<file path="src/pmj_pkg.sv">
package pmj_pkg;
    localparam int          CLK_HZ           = 25_000_000;
    localparam int          HOLD_MS          = 1000;
    localparam int          HOLD_CYCLES      = CLK_HZ / 1000 * HOLD_MS;
    localparam int          MON_W            = 32;
    localparam int          HALF_W           = 16;
    localparam logic [7:0]  MON_NUM_RESET    = 8'h0A;
    localparam logic [7:0]  AUX_NUM_RESET    = 8'h00;
    localparam logic [7:0]  JOG_AUX_CODE     = 8'h02;
    localparam logic [7:0]  AUX_NUM_MAX      = 8'hFF;
    localparam logic [12:0] JOG_SPEED_MAX    = 13'h1770;
    localparam logic [12:0] JOG_SPEED_RESET  = 13'h01F4;
    localparam logic [3:0]  CTRL_MODE_RESET  = 4'h0;
    localparam int          CTRL_DIGIT_LSB   = 4;
    localparam int          DP_BIT           = 0;

    typedef enum logic [2:0] {
        PMJ_MON_NUM,
        PMJ_MON_A_LO,
        PMJ_MON_B_LO,
        PMJ_MON_B_HI,
        PMJ_AUX_NUM,
        PMJ_JOG
    } pmj_state_type;

    typedef enum logic [1:0] {
        PMJ_SHOW_NUM,
        PMJ_SHOW_VALUE,
        PMJ_SHOW_AUX,
        PMJ_SHOW_JOG
    } pmj_show_type;
endpackage

</file>
<file path="src/pmj_panel.sv">
`timescale 1ns/1ns
module pmj_panel
    import pmj_pkg::*;
#(
    parameter int HOLD_COUNT = HOLD_CYCLES
) (
    input  wire logic              clk,
    input  wire logic              rst,
    input  wire logic              key_mode,
    input  wire logic              key_up,
    input  wire logic              key_down,
    input  wire logic              key_shift,
    input  wire logic              key_set,
    input  wire logic [MON_W-1:0]  monitor_a,
    input  wire logic [MON_W-1:0]  monitor_b,
    input  wire logic [12:0]       jog_speed_param,
    input  wire logic [7:0]        control_mode_param,
    input  wire logic              forward_drive_inhibit,
    input  wire logic              reverse_drive_inhibit,
    output logic [HALF_W-1:0]      disp_value,
    output logic [3:0]             disp_dp,
    output pmj_show_type           disp_kind,
    output logic [7:0]             disp_number,
    output logic                   jog_active,
    output logic                   servo_on,
    output logic signed [13:0]     speed_cmd,
    output logic                   position_mode,
    output logic                   fwd_inhibit_eff,
    output logic                   rev_inhibit_eff
);
    // ==========================================================
    // key edges
    logic [4:0] keys_d;
    wire  [4:0] keys_now = {key_mode, key_up, key_down, key_shift, key_set};
    wire  [4:0] press    = keys_now & ~keys_d;
    wire        p_mode   = press[4];
    wire        p_up     = press[3];
    wire        p_down   = press[2];
    wire        p_shift  = press[1];
    wire        p_set    = press[0];
    wire        long_mode;

    pmj_hold_timer #(.HOLD_COUNT(HOLD_COUNT)) u_hold (
        .clk        (clk),
        .rst        (rst),
        .key_level  (key_mode),
        .long_press (long_mode)
    );

    function automatic logic [HALF_W-1:0] half_of(input logic [MON_W-1:0] w, input logic hi);
        half_of = hi ? w[MON_W-1:HALF_W] : w[HALF_W-1:0];
    endfunction

    function automatic logic [12:0] clamp_speed(input logic [12:0] s);
        clamp_speed = (s > JOG_SPEED_MAX) ? JOG_SPEED_MAX : s;
    endfunction

    // ==========================================================
    // panel state machine
    pmj_state_type state;
    pmj_state_type next_state;
    logic [7:0]    aux_num;
    logic [7:0]    next_aux_num;
    logic          next_servo;

    always_comb begin
        next_state   = state;
        next_aux_num = aux_num;
        next_servo   = servo_on;
        case (state)
            PMJ_MON_NUM: begin
                if (long_mode) begin
                    next_state = PMJ_AUX_NUM;
                end else if (p_set) begin
                    next_state = PMJ_MON_A_LO;
                end
            end
            PMJ_MON_A_LO: begin
                if (p_set) begin
                    next_state = PMJ_MON_NUM;
                end else if (p_up || p_down) begin
                    next_state = PMJ_MON_B_LO;
                end
            end
            PMJ_MON_B_LO: begin
                if (p_set) begin
                    next_state = PMJ_MON_NUM;
                end else if (p_shift) begin
                    next_state = PMJ_MON_B_HI;
                end else if (p_up || p_down) begin
                    next_state = PMJ_MON_A_LO;
                end
            end
            PMJ_MON_B_HI: begin
                if (p_set) begin
                    next_state = PMJ_MON_NUM;
                end else if (p_shift) begin
                    next_state = PMJ_MON_B_LO;
                end
            end
            PMJ_AUX_NUM: begin
                if (long_mode) begin
                    next_state = PMJ_MON_NUM;
                end else if (p_set && aux_num == JOG_AUX_CODE) begin
                    next_state = PMJ_JOG;
                    next_servo = 1'b0;
                end else if (p_up && aux_num != AUX_NUM_MAX) begin
                    next_aux_num = aux_num + 8'h01;
                end else if (p_down && aux_num != 8'h00) begin
                    next_aux_num = aux_num - 8'h01;
                end
            end
            PMJ_JOG: begin
                if (p_set) begin
                    next_state = PMJ_AUX_NUM;
                    next_servo = 1'b0;
                end else if (p_mode) begin
                    next_servo = !servo_on;
                end
            end
            default: begin
                next_state = PMJ_MON_NUM;
            end
        endcase
    end

    always_ff @(posedge clk or posedge rst) begin
        if (rst) begin
            state    <= PMJ_MON_NUM;
            aux_num  <= AUX_NUM_RESET;
            servo_on <= 1'b0;
            keys_d   <= 5'h00;
        end else begin
            state    <= next_state;
            aux_num  <= next_aux_num;
            servo_on <= next_servo;
            keys_d   <= keys_now;
        end
    end

    // ==========================================================
    // display and drive outputs
    wire in_jog    = state == PMJ_JOG;
    wire show_b    = state == PMJ_MON_B_LO || state == PMJ_MON_B_HI;
    wire show_hi   = state == PMJ_MON_B_HI;
    wire [MON_W-1:0] mon_sel = show_b ? monitor_b : monitor_a;
    // speed parameter is read live each cycle, so a change needs no restart
    wire [12:0] spd = clamp_speed(jog_speed_param);
    wire run_fwd = in_jog && servo_on && key_up && !key_down;
    wire run_rev = in_jog && servo_on && key_down && !key_up;
    logic signed [13:0] next_speed;

    always_comb begin
        if (run_fwd) begin
            next_speed = $signed({1'b0, spd});
        end else if (run_rev) begin
            next_speed = -$signed({1'b0, spd});
        end else begin
            next_speed = 14'sh0000;
        end
    end

    pmj_show_type next_kind;
    always_comb begin
        case (state)
            PMJ_MON_NUM:  next_kind = PMJ_SHOW_NUM;
            PMJ_AUX_NUM:  next_kind = PMJ_SHOW_AUX;
            PMJ_JOG:      next_kind = PMJ_SHOW_JOG;
            default:      next_kind = PMJ_SHOW_VALUE;
        endcase
    end

    always_ff @(posedge clk or posedge rst) begin
        if (rst) begin
            disp_value      <= 16'h0000;
            disp_dp         <= 4'h0;
            disp_kind       <= PMJ_SHOW_NUM;
            disp_number     <= MON_NUM_RESET;
            jog_active      <= 1'b0;
            speed_cmd       <= 14'sh0000;
            position_mode   <= 1'b0;
            fwd_inhibit_eff <= 1'b0;
            rev_inhibit_eff <= 1'b0;
        end else begin
            disp_value      <= half_of(mon_sel, show_hi);
            disp_dp         <= {3'h0, show_b};
            disp_kind       <= next_kind;
            disp_number     <= (state == PMJ_MON_NUM) ? MON_NUM_RESET : aux_num;
            jog_active      <= in_jog;
            speed_cmd       <= next_speed;
            position_mode   <= control_mode_param[CTRL_DIGIT_LSB];
            fwd_inhibit_eff <= forward_drive_inhibit && !in_jog;
            rev_inhibit_eff <= reverse_drive_inhibit && !in_jog;
        end
    end
endmodule

</file>
<file path="src/pmj_hold_timer.sv">
`timescale 1ns/1ns
module pmj_hold_timer
    import pmj_pkg::*;
#(
    parameter int HOLD_COUNT = HOLD_CYCLES
) (
    input  wire logic clk,
    input  wire logic rst,
    input  wire logic key_level,
    output logic      long_press
);
    // a hold fires once per press, so keeping the key down never repeats it
    logic [31:0] count;
    logic        fired;
    wire         reached = count >= 32'(HOLD_COUNT);

    always_ff @(posedge clk or posedge rst) begin
        if (rst) begin
            count <= 32'h0;
            fired <= 1'b0;
        end else if (!key_level) begin
            count <= 32'h0;
            fired <= 1'b0;
        end else if (!reached) begin
            count <= count + 32'h1;
        end else begin
            fired <= 1'b1;
        end
    end

    assign long_press = key_level && reached && !fired;
endmodule

</file>
<file path="config.mk">
export PLATFORM = sky130hd
export DESIGN_NAME = pmj_panel
export DESIGN_NICKNAME = d
export VERILOG_FILES = /design/src/pmj_pkg.sv /design/src/pmj_panel.sv /design/src/pmj_hold_timer.sv
export SDC_FILE = /design/constraint.sdc
export NUM_CORES = 1
export LEC_CHECK = 0
export ABC_AREA = 1
export BUFFER_PORTS_ARGS = -buffer_cell sky130_fd_sc_hd__buf_4
export CORE_ASPECT_RATIO = 1.5
export CORE_UTILIZATION = 48
export CTS_CLUSTER_SIZE = 16
export DETAILED_ROUTE_END_ITERATION = 16
export PLACE_DENSITY = 0.85
export SLEW_MARGIN = 5
export SYNTH_ARGS = -nofsm -noshare
export SYNTH_HDL_FRONTEND = slang
export SYNTH_HIERARCHICAL = 1
export SYNTH_SLANG_ARGS = --single-unit
</file>
<file path="constraint.sdc">
create_clock -name clk -period 2.22 [get_ports clk]
set_clock_uncertainty 0.05 [all_clocks]
set_input_delay 0.333 -clock clk [delete_from_list [all_inputs] [get_ports clk]]
set_output_delay 0.333 -clock clk [all_outputs]
set_load 0.005 [all_outputs]
</file>
# ---- Yosys cells after proc, flatten, opt, wreduce, memory -nomap -nowiden
# Index checks and enable logic that the tools add are counted.
dict set report classes {
  add_sub_neg 4
  magnitude_cmp 2
  n_eq_ne 18
  n_mux 31
  n_bitwise 4
  reduce_logical 26
}
# operator n
set ops {}
lappend ops {{$mux 32} 3}
lappend ops {{$mux 3} 12}
lappend ops {{$add 32x1->32 const B} 1}
lappend ops {{$ge 32x25->1 const B} 1}
lappend ops {{$mux 14} 2}
lappend ops {{$mux 8} 3}
lappend ops {{$pmux 3 s6} 1}
lappend ops {{$mux 16} 1}
lappend ops {{$ne 3x3->1 const B} 5}
lappend ops {{$neg 13->14} 1}
lappend ops {{$gt 13x13->1 const B} 1}
lappend ops {{$mux 13} 1}
lappend ops {{$logic_and 1x1->1} 12}
lappend ops {{$add 8x1->8 const B} 1}
lappend ops {{$eq 8x2->1 const B} 1}
lappend ops {{$ne 2x2->1 const B} 4}
lappend ops {{$ne 8x8->1 const B} 1}
lappend ops {{$reduce_and 4->1} 2}
lappend ops {{$reduce_bool 8->1} 1}
lappend ops {{$sub 8x1->8 const B} 1}
lappend ops {{$eq 3x2->1 const B} 2}
lappend ops {{$eq 3x3->1 const B} 2}
lappend ops {{$mux 1} 6}
lappend ops {{$pmux 2 s3} 1}
lappend ops {{12 further kinds} 19}
dict set report word_totals {
  ff_bits 95
  out_inout_bits 49
  elab_cells 100
}

# ---- Longest topological paths before layout
dict set report logic_depth {
  ltp_word 7
  ltp_mapped 17
  depth_no_buf 16
}

# ---- Modules after synthesis
# The synthesis kept the hierarchy.
# module n_inst cells_each area_per_inst_um2 seq_area_each_um2
set by_module_without_submodules {}
lappend by_module_without_submodules {pmj_panel 1 401 3298.2 1554.0}
lappend by_module_without_submodules {pmj_hold_timer 1 290 2159.6 825.8}

# ---- Worst setup path before layout
# OpenSTA, ideal clock, no wires.
dict set report synth_path {
  kind {register -> register}
  startpoint {register aux_num[0]}
  endpoint {register aux_num[6]}
  setup_ns 0.083
  t_arrival_ns 2.095
  required_ns 2.087
  slack_ns -0.008
  stages_incl_launch_ff 14
  path_cell_list {dfrtp_1 > inv_1 > nor4_1 > nand2_1 > nand2_1 > ha_1 > a21oi_1 > nand2_1 > a21oi_1 > nor2_1 > nor2_1 > xnor2_1 > nand2_1 > o21ai_0}
}
dict set report synth_between {
  elab_chain_len 4
  word_cells_on_any_way 13
}
# item line_no
set synth_rtl {}
lappend synth_rtl {{start: declaration} pmj_panel.sv:62} ;# logic [7:0] aux_num;
lappend synth_rtl {{start signal: assignment} pmj_panel.sv:135} ;# aux_num <= next_aux_num;
lappend synth_rtl {{parallel branches: the longest is 4 deep, another holds $sub 8x1->8} --}
# Parallel ways; which one is timed is not known. The select of a mux whose other input is x is not followed.
# A chain may end at the register's enable or synchronous reset.

# ---- Final worst setup path
dict set report layout_path {
  startpoint {register aux_num[6]}
  endpoint {register aux_num[7]}
}
# The elaborated chain is that of the path after synthesis.

==> results.yml <==
job:
  cap_violations: 0
worst_setup_path:
  cp_max_fo: 8
  endpoint_kind: "flip-flop"
  worstSetupStartpointType: "flip-flop"
  critPathSlowestCell: "dfrtp_1"
  cp_cell_sequence: "inv_2, nor4_2, nand2_1, nand2_4, ha_1, a21oi_1, o21ai_0, a21oi_2, xor2_1, nand2_1, o21ai_0"
  path_class: "reg2reg"
  worst-endpoint-arrival_ns: 2.45
  required_ns: 2.44
  slowest_delay_ns: 0.40
power:
  p_total_mw: 4.85
  p_leak_nw: 3.57
  p_per_area_nw_per_um2: 688
  vdd_drop_max_v: 0.000450
detailed_routing:
  post_drt_wl_per_cell_um: 14.3
  via_per_inst: 5.16
  vias: 5071
  drt_first_iter_violations: 249
  ant_nets: 0
  drt-total-wl_um: 14000
  firstDrtPassIters: 5
  drcViolationCount: 0
synthesis:
  yosysTopAreaCell: "dfrtp_1"
  synth.distinct_cells: 46
  yosys_warnings: 6
  syn_avg_cell_area_um2: 7.90
  ys_seq_elements: 95
  syn-cell-area_um2: 5460
  yosys-top-cells-area: "dfrtp_1 43%, nand2_1 14%, nand3_1 6.0%, inv_1 5.2%, nor2_1 3.9%"
  synth_top_area_share_pct: 42.6
  ys_seq_area_share_pct: 43.6
  synth_cells: 691
sta:
  rsz0062_at_grt: "yes"
  fmax_mhz: 449
  finalHoldViolCount: 0
  finalCritPeriodShare_pct: 100
  min_period_ns: 2.23
  finalSetupViolCount: 2
  drv_slew: 0
  layout_setup_ws_ns: -0.00632
clock_network:
  htree_levels: 3
  cts-root-buf: "clkbuf_16"
  insertion_delay_ns: 0.35
  cts_buffers: 9
  cts_sinks: 95
  clk_pin_slew_ns: 0.07
  ctsLongestPathBuffers: 2
  cts_tree: "done"
final_layout:
  antenna_cells: 0
  nets: 935
  drive_above_1_share_pct: 30.7
  syn_to_final_growth_pct: 29.1
  utilization_pct: 63.7
  instances_no_fill: 983
placement:
  dpl_worst_slack_ns: -0.0141
  placed_cells: 960
  portBuffers: 116
  place_hpwl_um: 10200
  globalplace.congestion: 0.945
min_path:
  hold_path.class: "in2reg"
floorplanning:
  die_area_um2: 11800
  core_area_um2: 11100
  start_util_pct: 49.4
  io_pins: 143
  die_y_um: 133
  chipWidth_um: 89.1
  rows: 47
grt:
  antenna_found_initial: 0
  grt_max_degree: 34
  grt_pass1_wl_um: 22500
  grt.total_usage_pct: 24.8
  gr-total-overflow: 0
  grt_pass1_vias: 5011
outcome:
  status: "finished with violations"
  violations: "negative setup slack"
cells in the mapped netlist, drive strengths merged:
cell      n
nand2   225
dfrtp    93
inv      85
nand3    83
nor2     72
o21ai    41
xor2     14
a21oi    12
buf      12
ha        9
nand4     6
nor3      6
xnor2     6
clkbuf    5
nand3b    5
dfstp     2
nor4      2
o211ai    2
o21bai    2
a21boi    1
a31oi     1
a32oi     1
clkinv    1
conb      1
fa        1
o21a      1
o22ai     1
or3       1
through the flow:
stage               area (um2)  hold slack, ns  TNS (ns)
floorplan                 5470           0.314         0
global placement          6560           0.352         0
detailed placement        6560           0.354   -0.0141
CTS                       6910          0.0303         0
global route              7050          0.0351    -0.359
finish                    7050          0.0457  -0.00718
registers in the layout (all words and copies together), names as in the netlist, 2 cells and up:
| register | count |
|---|---|
| aux_num | 8 |
| disp_kind | 2 |
| disp_number | 8 |
| disp_value | 16 |
| keys_d | 5 |
| speed_cmd | 14 |
| state | 3 |
| u_hold/count | 32 |
area by class of cell:
class                           instances  area, um2
Multi-Input combinational cell        495       2720
Clock buffer                           10        239
Timing Repair Buffer                  144       1110
Fill cell                             928       4010
Clock inverter                          6       90.1
Inverter                               86        323
Tap cell                              147        184
Sequential cell                        95       2380
logic make-up (layout without fill, tap and decap cells):
kind of cell / after synthesis / after routing / share of synthesized area [%]
buffers and inverters: 103 / 246 / 8.30
xor gates and xnor gates: 20 / 20 / 3.21
DFF: 95 / 95 / 43.6
other: 1 / 3 / 0.0687
adders and majority gates: 10 / 10 / 2.43
and+or+nand+nor: 400 / 400 / 35.3
AOI/OAI and AO/OA: 62 / 62 / 7.11
where the power goes:
group / internal, mW / leakage, nW / switching, mW / total (mW)
combinational: 0.503 / 2.20 / 0.625 / 1.13
clock: 1.02 / 0.159 / 0.671 / 1.69
sequential: 1.94 / 1.21 / 0.0886 / 2.02
total: 3.46 / 3.57 / 1.38 / 4.85
placed cells by master, fill, tap and decap left out, drive strengths merged, types with 2 or more instances in the layout:
| cell | instances |
|---|---|
| inv | 87 |
| a21oi | 12 |
| o21bai | 2 |
| dfstp | 2 |
| nand3 | 83 |
| nand2 | 225 |
| clkbuf | 10 |
| ha | 9 |
| o21ai | 41 |
| nor4 | 2 |
| dfrtp | 93 |
| nor2 | 72 |
| buf | 143 |
| nand4 | 6 |
| nand3b | 5 |
| xor2 | 14 |
| conb | 3 |
| clkinv | 2 |
| bufinv | 2 |
| xnor2 | 6 |
| o211ai | 2 |
| nor3 | 6 |
worst paths after layout:
path	cells after the start	to	slack, ns	startpoint
min reg2reg	2	u_hold/count[25]$_DFFE_PP0P_	0.42	u_hold/count[25]$_DFFE_PP0P_
min	1	position_mode$_DFF_PP0_	0.05	control_mode_param[4]
max in group asynchronous	4	disp_number[3]$_DFF_PP1_	0.94	rst
min in group asynchronous	3	state[1]$_DFFE_PP0P_	0.55	rst
max reg2reg	11	aux_num[7]$_DFFE_PP0P_	-0.006	aux_num[6]$_DFFE_PP0P_
max	11	aux_num[7]$_DFFE_PP0P_	-0.006	aux_num[6]$_DFFE_PP0P_
worst max-delay path, delay by kind of cell, from the launching register on:
family                     cells  cell delay [ns]
AOI/OAI and AO/OA              4             0.51
xor gates and xnor gates       1             0.15
adders and majority gates      1             0.29
buffers and inverters          1             0.06
DFF                            1             0.40
and+or+nand+nor                4             0.70
what timing repair did:
item	CTS	global route
endpoints found under the hold margin	16	0
pin swaps	0	6
gates resized for setup	2	22
hold buffers	1	0
setup endpoints to repair	2	8
buffers inserted	0	6
metal layers:
| layer | part of all wire, % | track usage, % |
|---|---|---|
| met2 | 53 | 43.8 |
| met5 | 0 | 0 |
| met1 | 37 | 27.3 |
| met3 | 5.8 | 5.43 |
| met4 | 4.2 | 12.4 |
(Power assumes the default switching activity.)
